File: src/shared/mhss_pkg.sv
// package for the host spi slave port: constants, carriers and the state layout
`default_nettype none

package mhss_pkg;

	localparam int WORD_BITS  = 8;
	localparam int CNT_W      = 3;
	localparam int FIFO_DEPTH = 4;

	localparam logic [CNT_W-1:0]     CNT_ZERO  = 3'h0;
	localparam logic [CNT_W-1:0]     CNT_ONE   = 3'h1;
	localparam logic [CNT_W-1:0]     CNT_LAST  = 3'h7;
	localparam logic [WORD_BITS-1:0] TX_FILLER = 8'hFF;
	localparam logic [WORD_BITS-1:0] BYTE_RST  = 8'h00;
	localparam int                   MSB       = WORD_BITS - 1;

	// host-side clock limit; only the host is bound by it, no check uses it
	localparam int CLK_PERIOD_PS    = 4000;
	localparam int SCK_MAX_KHZ      = 5182;
	localparam int SCK_HALF_DIV     = 2 * SCK_MAX_KHZ * CLK_PERIOD_PS;
	localparam int SCK_MIN_HALF_CYC = (1000000000 + SCK_HALF_DIV - 1) / SCK_HALF_DIV;

	typedef struct packed {
		logic sclk;
		logic cs_n;
		logic din;
	} mhss_pins_s;

	localparam mhss_pins_s PINS_IDLE = '{sclk: 1'b0, cs_n: 1'b1, din: 1'b0};

	typedef struct packed {
		mhss_pins_s             s1;
		mhss_pins_s             s2;
		mhss_pins_s             s3;
		logic                   active;
		logic [CNT_W-1:0]       rx_cnt;
		logic [WORD_BITS-1:0]   rx_sh;
		logic [CNT_W-1:0]       tx_cnt;
		logic [WORD_BITS-1:0]   tx_sh;
		logic                   dout;
		logic                   oe_n;
		logic                   push;
		logic [WORD_BITS-1:0]   push_data;
		logic                   overflow;
		logic                   tx_taken;
		logic                   underrun;
		logic                   frame_end;
		logic                   partial;
	} mhss_state_s;

	localparam mhss_state_s STATE_RST = '{
		s1: PINS_IDLE, s2: PINS_IDLE, s3: PINS_IDLE,
		active: 1'b0,
		rx_cnt: CNT_ZERO, rx_sh: BYTE_RST,
		tx_cnt: CNT_ZERO, tx_sh: BYTE_RST,
		dout: 1'b0, oe_n: 1'b1,
		push: 1'b0, push_data: BYTE_RST,
		overflow: 1'b0, tx_taken: 1'b0, underrun: 1'b0,
		frame_end: 1'b0, partial: 1'b0
	};

endpackage : mhss_pkg

`default_nettype wire

File: src/rtl/mhss_fifo.sv
// small shift-style fifo; the head word always sits in a flip-flop
`default_nettype none

module mhss_fifo #(
	parameter int W = 8,
	parameter int D = 4
) (
	input  wire logic         clk,
	input  wire logic         reset_n,
	input  wire logic         in_valid,
	input  wire logic [W-1:0] in_data,
	output logic              in_ready,
	output logic              out_valid,
	output logic [W-1:0]      out_data,
	input  wire logic         out_ready
);

	localparam int CW = $clog2(D + 1);
	localparam logic [CW-1:0] CNT_FULL = CW'(D);
	localparam logic [CW-1:0] CNT_ONE  = CW'(1);

	typedef struct packed {
		logic [D-1:0][W-1:0] mem;
		logic [CW-1:0]       cnt;
		logic                valid;
	} mhss_fifo_s;

	mhss_fifo_s q;
	mhss_fifo_s n;
	logic       pop;
	logic       push;

	// full is honest: no write-through while full, so the filler sees the stall
	assign in_ready  = (q.cnt != CNT_FULL);
	assign out_valid = q.valid;
	assign out_data  = q.mem[0];

	always_comb begin
		n    = q;
		pop  = q.valid && out_ready;
		push = in_valid && in_ready;
		if (pop) begin
			for (int i = 0; i < D - 1; i++) begin
				n.mem[i] = q.mem[i + 1];
			end
			n.cnt = q.cnt - CNT_ONE;
		end
		if (push) begin
			n.mem[pop ? q.cnt - CNT_ONE : q.cnt] = in_data;
			n.cnt = n.cnt + CNT_ONE;
		end
		n.valid = (n.cnt != '0);
	end

	always_ff @(posedge clk) begin
		if (!reset_n) begin
			q <= '0;
		end else begin
			q <= n;
		end
	end

endmodule // mhss_fifo

`default_nettype wire

File: src/rtl/mhss_spi_slave.sv
// host spi slave port: pin sampling, byte shifters and receive buffering
`default_nettype none

module mhss_spi_slave (
	input  wire logic                          clk,
	input  wire logic                          reset_n,
	input  wire logic                          serial_clock_pin,
	input  wire logic                          slave_select_pin_n,
	input  wire logic                          serial_in_pin,
	output logic                               serial_out_pin,
	output logic                               serial_out_oe_n,
	input  wire logic                          uart_selected,
	input  wire logic                          tx_valid,
	input  wire logic [mhss_pkg::WORD_BITS-1:0] tx_data,
	output logic                               tx_taken,
	output logic                               tx_underrun,
	output logic                               rx_valid,
	output logic [mhss_pkg::WORD_BITS-1:0]     rx_data,
	input  wire logic                          rx_ready,
	output logic                               rx_overflow,
	output logic                               frame_end,
	output logic                               frame_partial,
	output logic                               spi_active
);

	mhss_pkg::mhss_state_s            q;
	mhss_pkg::mhss_state_s            n;
	logic                             fifo_in_ready;
	logic                             in_frame;
	logic                             rise;
	logic                             fall;
	logic                             sel_release;
	logic [mhss_pkg::WORD_BITS-1:0]   rx_word;
	logic [mhss_pkg::WORD_BITS-1:0]   tx_word;
	logic                             first_bit_h;

	// edges are found from the synchronised copies only, so the period and any
	// gaps between edges do not matter as long as each level lasts a few clocks
	assign rise        = q.s2.sclk && !q.s3.sclk;
	assign fall        = !q.s2.sclk && q.s3.sclk;
	assign in_frame    = q.active && !q.s2.cs_n;
	assign sel_release = q.s2.cs_n && !q.s3.cs_n;
	assign rx_word     = {q.rx_sh[mhss_pkg::MSB-1:0], q.s2.din};
	assign tx_word     = tx_valid ? tx_data : mhss_pkg::TX_FILLER;
	assign first_bit_h = tx_word[mhss_pkg::MSB];

	always_comb begin
		n           = q;
		// three sampling stages; only the second stage reads the first
		n.s1        = '{sclk: serial_clock_pin, cs_n: slave_select_pin_n,
		                din: serial_in_pin};
		n.s2        = q.s1;
		n.s3        = q.s2;
		n.active    = !uart_selected;
		n.push      = 1'b0;
		n.tx_taken  = 1'b0;
		n.underrun  = 1'b0;
		n.frame_end = q.active && sel_release;
		// a frame that ends mid-word drops the stray bits and says so
		n.partial   = q.active && sel_release && (q.rx_cnt != mhss_pkg::CNT_ZERO);
		// no room in the buffer: the word is lost and the command layer must
		// ask for the message again
		n.overflow  = q.push && !fifo_in_ready;
		if (!in_frame) begin
			// idle: clock edges ignored, counters rewound for the next select
			n.rx_cnt = mhss_pkg::CNT_ZERO;
			n.tx_cnt = mhss_pkg::CNT_ZERO;
			n.oe_n   = 1'b1;
			n.dout   = 1'b0;
		end else begin
			n.oe_n = 1'b0;
			if (fall) begin
				n.rx_sh  = rx_word;
				n.rx_cnt = q.rx_cnt + mhss_pkg::CNT_ONE;
				if (q.rx_cnt == mhss_pkg::CNT_LAST) begin
					n.push      = 1'b1;
					n.push_data = rx_word;
				end
			end
			if (rise) begin
				n.tx_cnt = q.tx_cnt + mhss_pkg::CNT_ONE;
				if (q.tx_cnt == mhss_pkg::CNT_ZERO) begin
					// word boundary: take the next word, or send filler if none
					n.dout     = tx_word[mhss_pkg::MSB];
					n.tx_sh    = {tx_word[mhss_pkg::MSB-1:0], 1'b0};
					n.tx_taken = tx_valid;
					n.underrun = !tx_valid;
				end else begin
					n.dout  = q.tx_sh[mhss_pkg::MSB];
					n.tx_sh = {q.tx_sh[mhss_pkg::MSB-1:0], 1'b0};
				end
			end
		end
	end

	always_ff @(posedge clk) begin
		if (!reset_n) begin
			q <= mhss_pkg::STATE_RST;
		end else begin
			q <= n;
		end
	end

	// the host cannot be stalled, so back-pressure ends in the overflow flag
	mhss_fifo #(
		.W (mhss_pkg::WORD_BITS),
		.D (mhss_pkg::FIFO_DEPTH)
	) u_rx_fifo (
		.clk       (clk),
		.reset_n   (reset_n),
		.in_valid  (q.push),
		.in_data   (q.push_data),
		.in_ready  (fifo_in_ready),
		.out_valid (rx_valid),
		.out_data  (rx_data),
		.out_ready (rx_ready)
	);

	assign serial_out_pin  = q.dout;
	assign serial_out_oe_n = q.oe_n;
	assign tx_taken        = q.tx_taken;
	assign tx_underrun     = q.underrun;
	assign rx_overflow     = q.overflow;
	assign frame_end       = q.frame_end;
	assign frame_partial   = q.partial;
	assign spi_active      = q.active;

	// the output driver is only ever on inside a selected frame
	drive_in_frame_a: assert property (
		@(posedge clk) disable iff (!reset_n)
		!q.oe_n |-> $past(in_frame)
	) else $error("output driven outside a selected frame");

	uart_exclusive_a: assert property (
		@(posedge clk) disable iff (!reset_n)
		uart_selected |-> ##2 (serial_out_oe_n && !spi_active)
	) else $error("spi port still active with uart selected");

	idle_release_a: assert property (
		@(posedge clk) disable iff (!reset_n)
		(q.s2.cs_n && !fall && !rise) |=> (q.oe_n && q.rx_cnt == mhss_pkg::CNT_ZERO
		                                   && q.tx_cnt == mhss_pkg::CNT_ZERO)
	) else $error("idle select did not release output or rewind counters");

	sample_on_fall_a: assert property (
		@(posedge clk) disable iff (!reset_n)
		(in_frame && fall) |=> (q.rx_sh[0] == $past(q.s2.din)
		                        && q.rx_cnt == $past(q.rx_cnt) + mhss_pkg::CNT_ONE)
	) else $error("input bit not sampled on falling edge");

	hold_between_rise_a: assert property (
		@(posedge clk) disable iff (!reset_n)
		(in_frame && !rise) ##1 in_frame |-> $stable(q.dout)
	) else $error("output changed away from a rising edge");

	eighth_bit_push_a: assert property (
		@(posedge clk) disable iff (!reset_n)
		(in_frame && fall && q.rx_cnt == mhss_pkg::CNT_LAST) |=>
			(q.push && q.push_data == q.rx_sh)
	) else $error("eighth bit did not deliver a word");

	msb_leads_a: assert property (
		@(posedge clk) disable iff (!reset_n)
		(in_frame && rise && q.tx_cnt == mhss_pkg::CNT_ZERO) |=>
			(q.dout == $past(first_bit_h) && (q.tx_taken || q.underrun))
	) else $error("word boundary did not send most significant bit");

	overflow_flag_a: assert property (
		@(posedge clk) disable iff (!reset_n)
		(q.push && !fifo_in_ready) |=> rx_overflow ##1 !rx_overflow
	) else $error("lost word not flagged as overflow");

	take_single_a: assert property (
		@(posedge clk) disable iff (!reset_n)
		tx_taken |=> !tx_taken
	) else $error("transmit word taken twice in a row");

endmodule // mhss_spi_slave

`default_nettype wire

File: config.mk
export PLATFORM = sky130hd
export DESIGN_NAME = mhss_spi_slave
export DESIGN_NICKNAME = d
export VERILOG_FILES = /design/src/shared/mhss_pkg.sv /design/src/rtl/mhss_fifo.sv /design/src/rtl/mhss_spi_slave.sv
export SDC_FILE = /design/constraint.sdc
export NUM_CORES = 1
export LEC_CHECK = 0
export ABC_AREA = 1
export BUFFER_PORTS_ARGS = -buffer_cell sky130_fd_sc_hd__buf_2
export CAP_MARGIN = 20
export CORE_MARGIN = 4
export CORE_UTILIZATION = 53
export CTS_BUF_LIST = sky130_fd_sc_hd__clkbuf_4 sky130_fd_sc_hd__clkbuf_8 sky130_fd_sc_hd__clkbuf_16
export DETAILED_ROUTE_END_ITERATION = 7
export GPL_ROUTABILITY_DRIVEN = 0
export HOLD_SLACK_MARGIN = 0.05
export PLACE_DENSITY = 0.75
export SLEW_MARGIN = 20
export SYNTH_ARGS = -nofsm -noshare
export SYNTH_HDL_FRONTEND = slang
export SYNTH_SLANG_ARGS = --single-unit
export TNS_END_PERCENT = 5
File: constraint.sdc
create_clock -name clk -period 2.25 [get_ports clk]
set_clock_uncertainty 0.15 [all_clocks]
set_input_delay 0.225 -clock clk [delete_from_list [all_inputs] [get_ports clk]]
set_output_delay 0.225 -clock clk [all_outputs]
set_load 0.01 [all_outputs]
After elaboration in Yosys (flattened, before gate mapping)
Index checks and enable logic that the tools add are counted.
{"block": "op_classes", "add_sub_neg": 4, "n_lt_le_gt_ge": 2, "eq_ne": 2, "n_mux": 10, "n_reduce_logical": 26}
{"operator": "27-bit two-way mux", "n": 2}
{"operator": "32-bit bitwise mux", "n": 1}
{"operator": "9-bit two-way mux", "n": 2}
{"operator": "8-bit demux with 2-bit select", "n": 1}
{"operator": "8-bit two-way mux", "n": 2}
{"operator": "1-bit logical AND", "n": 10}
{"operator": "3-bit by 1-bit adder with 3-bit output, second input constant", "n": 3}
{"operator": "1-bit zero test", "n": 7}
{"operator": "2-bit AND reduction", "n": 3}
{"operator": "3-bit AND reduction", "n": 2}
{"operator": "3-bit nonzero test", "n": 2}
{"operator": "4-bit AND reduction", "n": 1}
{"operator": "3-bit equality test, second input constant", "n": 1}
{"operator": "3-bit by 1-bit greater-or-equal comparator with 1-bit output, second input constant", "n": 1}
{"operator": "3-bit zero test", "n": 1}
{"operator": "3-bit < comparator, second input constant", "n": 1}
{"operator": "3-bit two-way mux", "n": 1}
{"operator": "3-bit inequality test, second input constant", "n": 1}
{"operator": "3-bit by 1-bit subtractor with 3-bit output, second input constant", "n": 1}
{"operator": "1-bit two-way mux", "n": 1}
{"block": "word_totals", "regBits": 82, "in_bits": 16, "output_inout_bits": 17, "elab_cells": 72}

Logic depth before layout (Yosys ltp)
{"block": "logic_depth", "ltp_word": 9, "mapped_depth": 12, "mapped_depth_nobuf": 11}

Modules after synthesis
From an unflattened synthesis, not the netlist that was laid out.
{"block": "unflattened", "cells_unflattened": 547, "hier_area_um2": 3779.9}
{"module": "mhss_fifo", "n_inst": 1, "cells_each": 312, "area_each_um2": 1996.9}
{"module": "mhss_spi_slave", "n_inst": 1, "cells_each": 235, "area_each_um2": 1783.0}

Worst setup path before layout
Ideal clock, no wire load.
{"block": "synth_timing", "kind": "reg2reg", "start": "reg u_rx_fifo.q[1] in the netlist's numbering", "end": "reg u_rx_fifo.q[28] in the netlist's numbering", "setup_ns": 0.070, "arrival_time_ns": 1.896, "required_time_ns": 2.030, "path_slack_ns": 0.134, "path_stages_with_launch": 12, "synth_period_minus_slack_ns": 2.116, "cell_sequence": "dfxtp_1 inv_1 ha_1 ha_1 nand3_2 nand2_4 inv_2 ha_1 nand2_1 clkbuf_1 o21ai_0 a21oi_1"}
{"block": "synth_between", "elab_chain_len": 7, "word_cells_on_any_way": 10, "classes_between": "1 x add/sub; 2 x order compare; 1 x eq/ne; 4 x mux; 2 x reduce/logical"}
{"element": "start, declared", "line": "mhss_fifo.sv:28", "source": "mhss_fifo_s q;"}
{"element": "start signal, assigned", "line": "mhss_fifo.sv:59", "source": "q <= n;"}
{"element": "3-bit by 1-bit subtractor with 3-bit output", "line": "mhss_fifo.sv:49", "source": "n.mem[pop ? q.cnt - CNT_ONE : q.cnt] = in_data;"}
{"element": "3-bit two-way mux", "line": "mhss_fifo.sv:49"}
{"element": "3-bit by 1-bit greater-or-equal comparator with 1-bit output (not written as such) / 3-bit < comparator (equally long branches)", "line": "mhss_fifo.sv:49"}
{"element": "1-bit logical AND (not written as such)", "line": "mhss_fifo.sv:49"}
{"element": "8-bit two-way mux", "line": "mhss_fifo.sv:49"}
{"element": "8-bit demux with 2-bit select"}
{"element": "32-bit bitwise mux", "line": "mhss_fifo.sv:49"}
Several ways; a longest one is shown, not always the timed one.
A chain may end at the register's enable or synchronous reset.

Worst setup path after layout
{"block": "layout_timing", "start": "reg u_rx_fifo.q[1] in the netlist's numbering", "end": "reg u_rx_fifo.q, in the netlist u_rx_fifo.out_data[7]"}
{"block": "layout_between", "elab_chain_len": 8, "word_cells_on_any_way": 11, "classes_between": "1 x add/sub; 2 x order compare; 1 x eq/ne; 5 x mux; 2 x reduce/logical"}
{"element": "3-bit by 1-bit subtractor with 3-bit output", "line": "mhss_fifo.sv:49"}
{"element": "3-bit two-way mux", "line": "mhss_fifo.sv:49"}
{"element": "3-bit by 1-bit greater-or-equal comparator with 1-bit output (not written as such) / 3-bit < comparator (equally long branches)", "line": "mhss_fifo.sv:49"}
{"element": "1-bit logical AND (not written as such)", "line": "mhss_fifo.sv:49"}
{"element": "8-bit two-way mux", "line": "mhss_fifo.sv:49"}
{"element": "8-bit demux with 2-bit select"}
{"element": "32-bit bitwise mux", "line": "mhss_fifo.sv:49"}
{"element": "27-bit two-way mux *", "line": "mhss_fifo.sv:48", "source": "if (push) begin"}
Every way passes the cells marked *; elsewhere a longest branch is shown, timed or not.

==> run metrics <==
final period utilization=0.926; via count=3084; Post-synth EDFFs=0; pin count of the biggest net entering global routing=59; Routed WL=7100 µm; clock network fraction of total power=0.350; mean post-synth cell area=7.23 µm²; Area after DPL=3750 µm²; root buf cell=clkbuf_8; status=complete, no violations; Gate power share=0.155; most frequent cells in the layout=nand2_1 (120), dfxtp_1 (80), inv_1 (63); IO buf count=32; critical path type=reg -> reg; GRT Overall Usage=0.184; main area contributors after synthesis=dfxtp_1 (45%), nand2_1 (13%), inv_1 (6.5%); global route overflow=0; most common cell after layout, fill and taps aside=nand2_1; ant diodes=0; layout cell share with drive strength beyond 1=0.156; Final setup viols=0; final instance area=4080 µm²; per-cell routed wire length=11.5 µm; TNS Setup=0 ns; crit path DAT=2.21 ns; sequential-to-total area share from yosys stat=0.448; CTS sink cnt=81; VDD IR-drop max=0.000642 V; R2R setup slack=0.17 ns; Final min period=2.08 ns; syn_nets=526; Total Die Area=8220 µm²; Num CTS Buffers=9; Die Y-Extent=90.7 µm; DRC Markers=0; first-iteration detailed-routing DRC count=102; synthesized instance count=501; Net Sw Frac=0.275; Seq cells post-synth=81; vias in the first global route=2957; total core area=6490 µm²; critical path required time=2.38 ns; Max-Cap Viols=0; DRT Pass-1 Iters=5; leading area contributor after synthesis=dfxtp_1; Slew Viols, Final=0; Hold WC Path Type=in -> reg; CTS max path bufs=2; net switching power=833 µW; max_slew headroom=0.622; sequential group share of total power=0.494; unrepaired setup endpoints after global routing=false; Hold Fails Final Rpt=0; CTS tree=built; post-DP HPWL=4670 µm; Initial Utilization=0.558; antenna violations before repair=0; routed vias/inst=5.00; Post-Syn Area=3620 µm²; Ports=33; Top FF cell, synth=dfxtp_1; synth unique cells=28; final total power=3030 µW; power density cells=744 nW/µm²; clock latency on the worst-skew pair=0.34 ns; H-tree Lvls=3; top cell type's share of synthesized area=0.448; P_leak=0.00204 µW; Critical Path Source Type=flip-flop; first-pass GRT wire length=12600 µm; Worst Path Max Fanout=16; Die Wd=90.7 µm; ANT nets after route=0; FFs w/ async S/R, synth=0; fmax=480 MHz; Area growth, synth to finish=12.6%; Cell Rows=29; Total Nets Final=560; Worst-path clk slew=0.08 ns; crit end category=flip-flop; Synth warnings=0; Worst-Margin Slew=0.567 ns; Internal Pwr Total=2200 µW
-- state kept, by name, indices dropped and copies added (netlist names) --
signal / count
q: 31
u_rx_fifo.q: 27
u_rx_fifo.out_data: 8
n: 6
frame_end: 1
frame_partial: 1
rx_overflow: 1
serial_out_oe_n: 1
serial_out_pin: 1
spi_active: 1
tx_taken: 1
tx_underrun: 1
u_rx_fifo.out_valid: 1
-- worst max-delay path: stages (launching register included) --
cell and delay [ns]:
dfxtp_2 0.35, inv_1 0.08, ha_1 0.22, ha_1 0.25, nor2_4 0.26, inv_2 0.10
nor2_2 0.20, nand2_4 0.16, nand2_1 0.10, nand2_1 0.05, nor2_1 0.10
-- per-layer routing --
| metal | GRT usage | wire length [µm] | vias up |
|---|---|---|---|
| met2 | 0.331 | 3500 | 58 |
| met1 | 0.206 | 3170 | 1388 |
| met3 | 0.0458 | 274 | 19 |
| met4 | 0.0753 | 159 | 0 |
| met5 | 0 | 0 | - |
| li1 | - | - | 1619 |
-- layout make-up --
| class | instances | area (µm²) |
|---|---|---|
| repair buffers | 51 | 328 |
| clock inverters | 3 | 40.0 |
| flip-flops and latches | 81 | 1620 |
| clock buffers | 13 | 160 |
| well taps | 77 | 96.3 |
| multi-input cells | 325 | 1580 |
| fillers | 585 | 2420 |
| inverters | 67 | 251 |
-- power groups by stage --
stage                     Combinational (µW)  Clock, µW  Sequential (µW)
after CTS                                470       1080             1500
final                                    471       1060             1500
after detailed placement                 454          0             1530
after global routing                     525       1140             1500
after floorplan                          364          0             1520
after global placement                   433          0             1530
-- cell usage after synthesis, types with 2 or more instances --
cell type / count
or2_2: 2
buf_2: 6
nand3_2: 2
nand2_1: 121
inv_1: 63
clkbuf_1: 9
nand2_2: 6
nand3_1: 32
o21ai_0: 42
a21oi_1: 25
buf_4: 9
a31oi_1: 6
nand2_4: 5
buf_6: 4
ha_1: 9
nor2_1: 61
dfxtp_1: 81
inv_2: 3
nor2_2: 4
o21ai_1: 3
-- logic make-up after synthesis --
family / after synthesis / synth area share
buffers and inverters: 95 / 0.118
AND/OR/NAND/NOR: 237 / 0.290
AO/OA/AOI/OAI: 79 / 0.113
flip-flops: 81 / 0.448
adder cells (fa/ha/maj): 9 / 0.0311
-- metrics by stage --
| step | setup slack (ns) | std cells | util | hold slack, ns |
|---|---|---|---|---|
| after CTS | 0.0684 | 614 | 0.623 | 0.0506 |
| final | 0.166 | 617 | 0.628 | 0.0654 |
| after floorplan | 0.134 | 501 | - | 0.147 |
| after detailed placement | -0.00858 | 588 | 0.577 | 0.239 |
| after global routing | 0.00870 | 617 | 0.628 | 0.0900 |
| after global placement | 0.138 | 588 | 0.577 | 0.230 |
-- final timing paths --
| kind | cells after the start | endpoint | startpoint |
|---|---|---|---|
| min reg2reg | 2 | n[39] | n[42] |
| min | 3 | q[20] | tx_data[3] |
| max reg2reg | 10 | u_rx_fifo.out_data[7] | u_rx_fifo.q[1] |
| max | 10 | u_rx_fifo.out_data[7] | u_rx_fifo.q[1] |
-- repair_timing --
action                                  in CTS  in global routing
endpoints found under the setup margin       8                  8
resized for setup                            1                  2
hold endpoints to repair                    11                  0
buffers inserted                             0                  3
cloned                                       0                  0
hold buffers                                10                  0
Power figures use the tool's default switching activity.
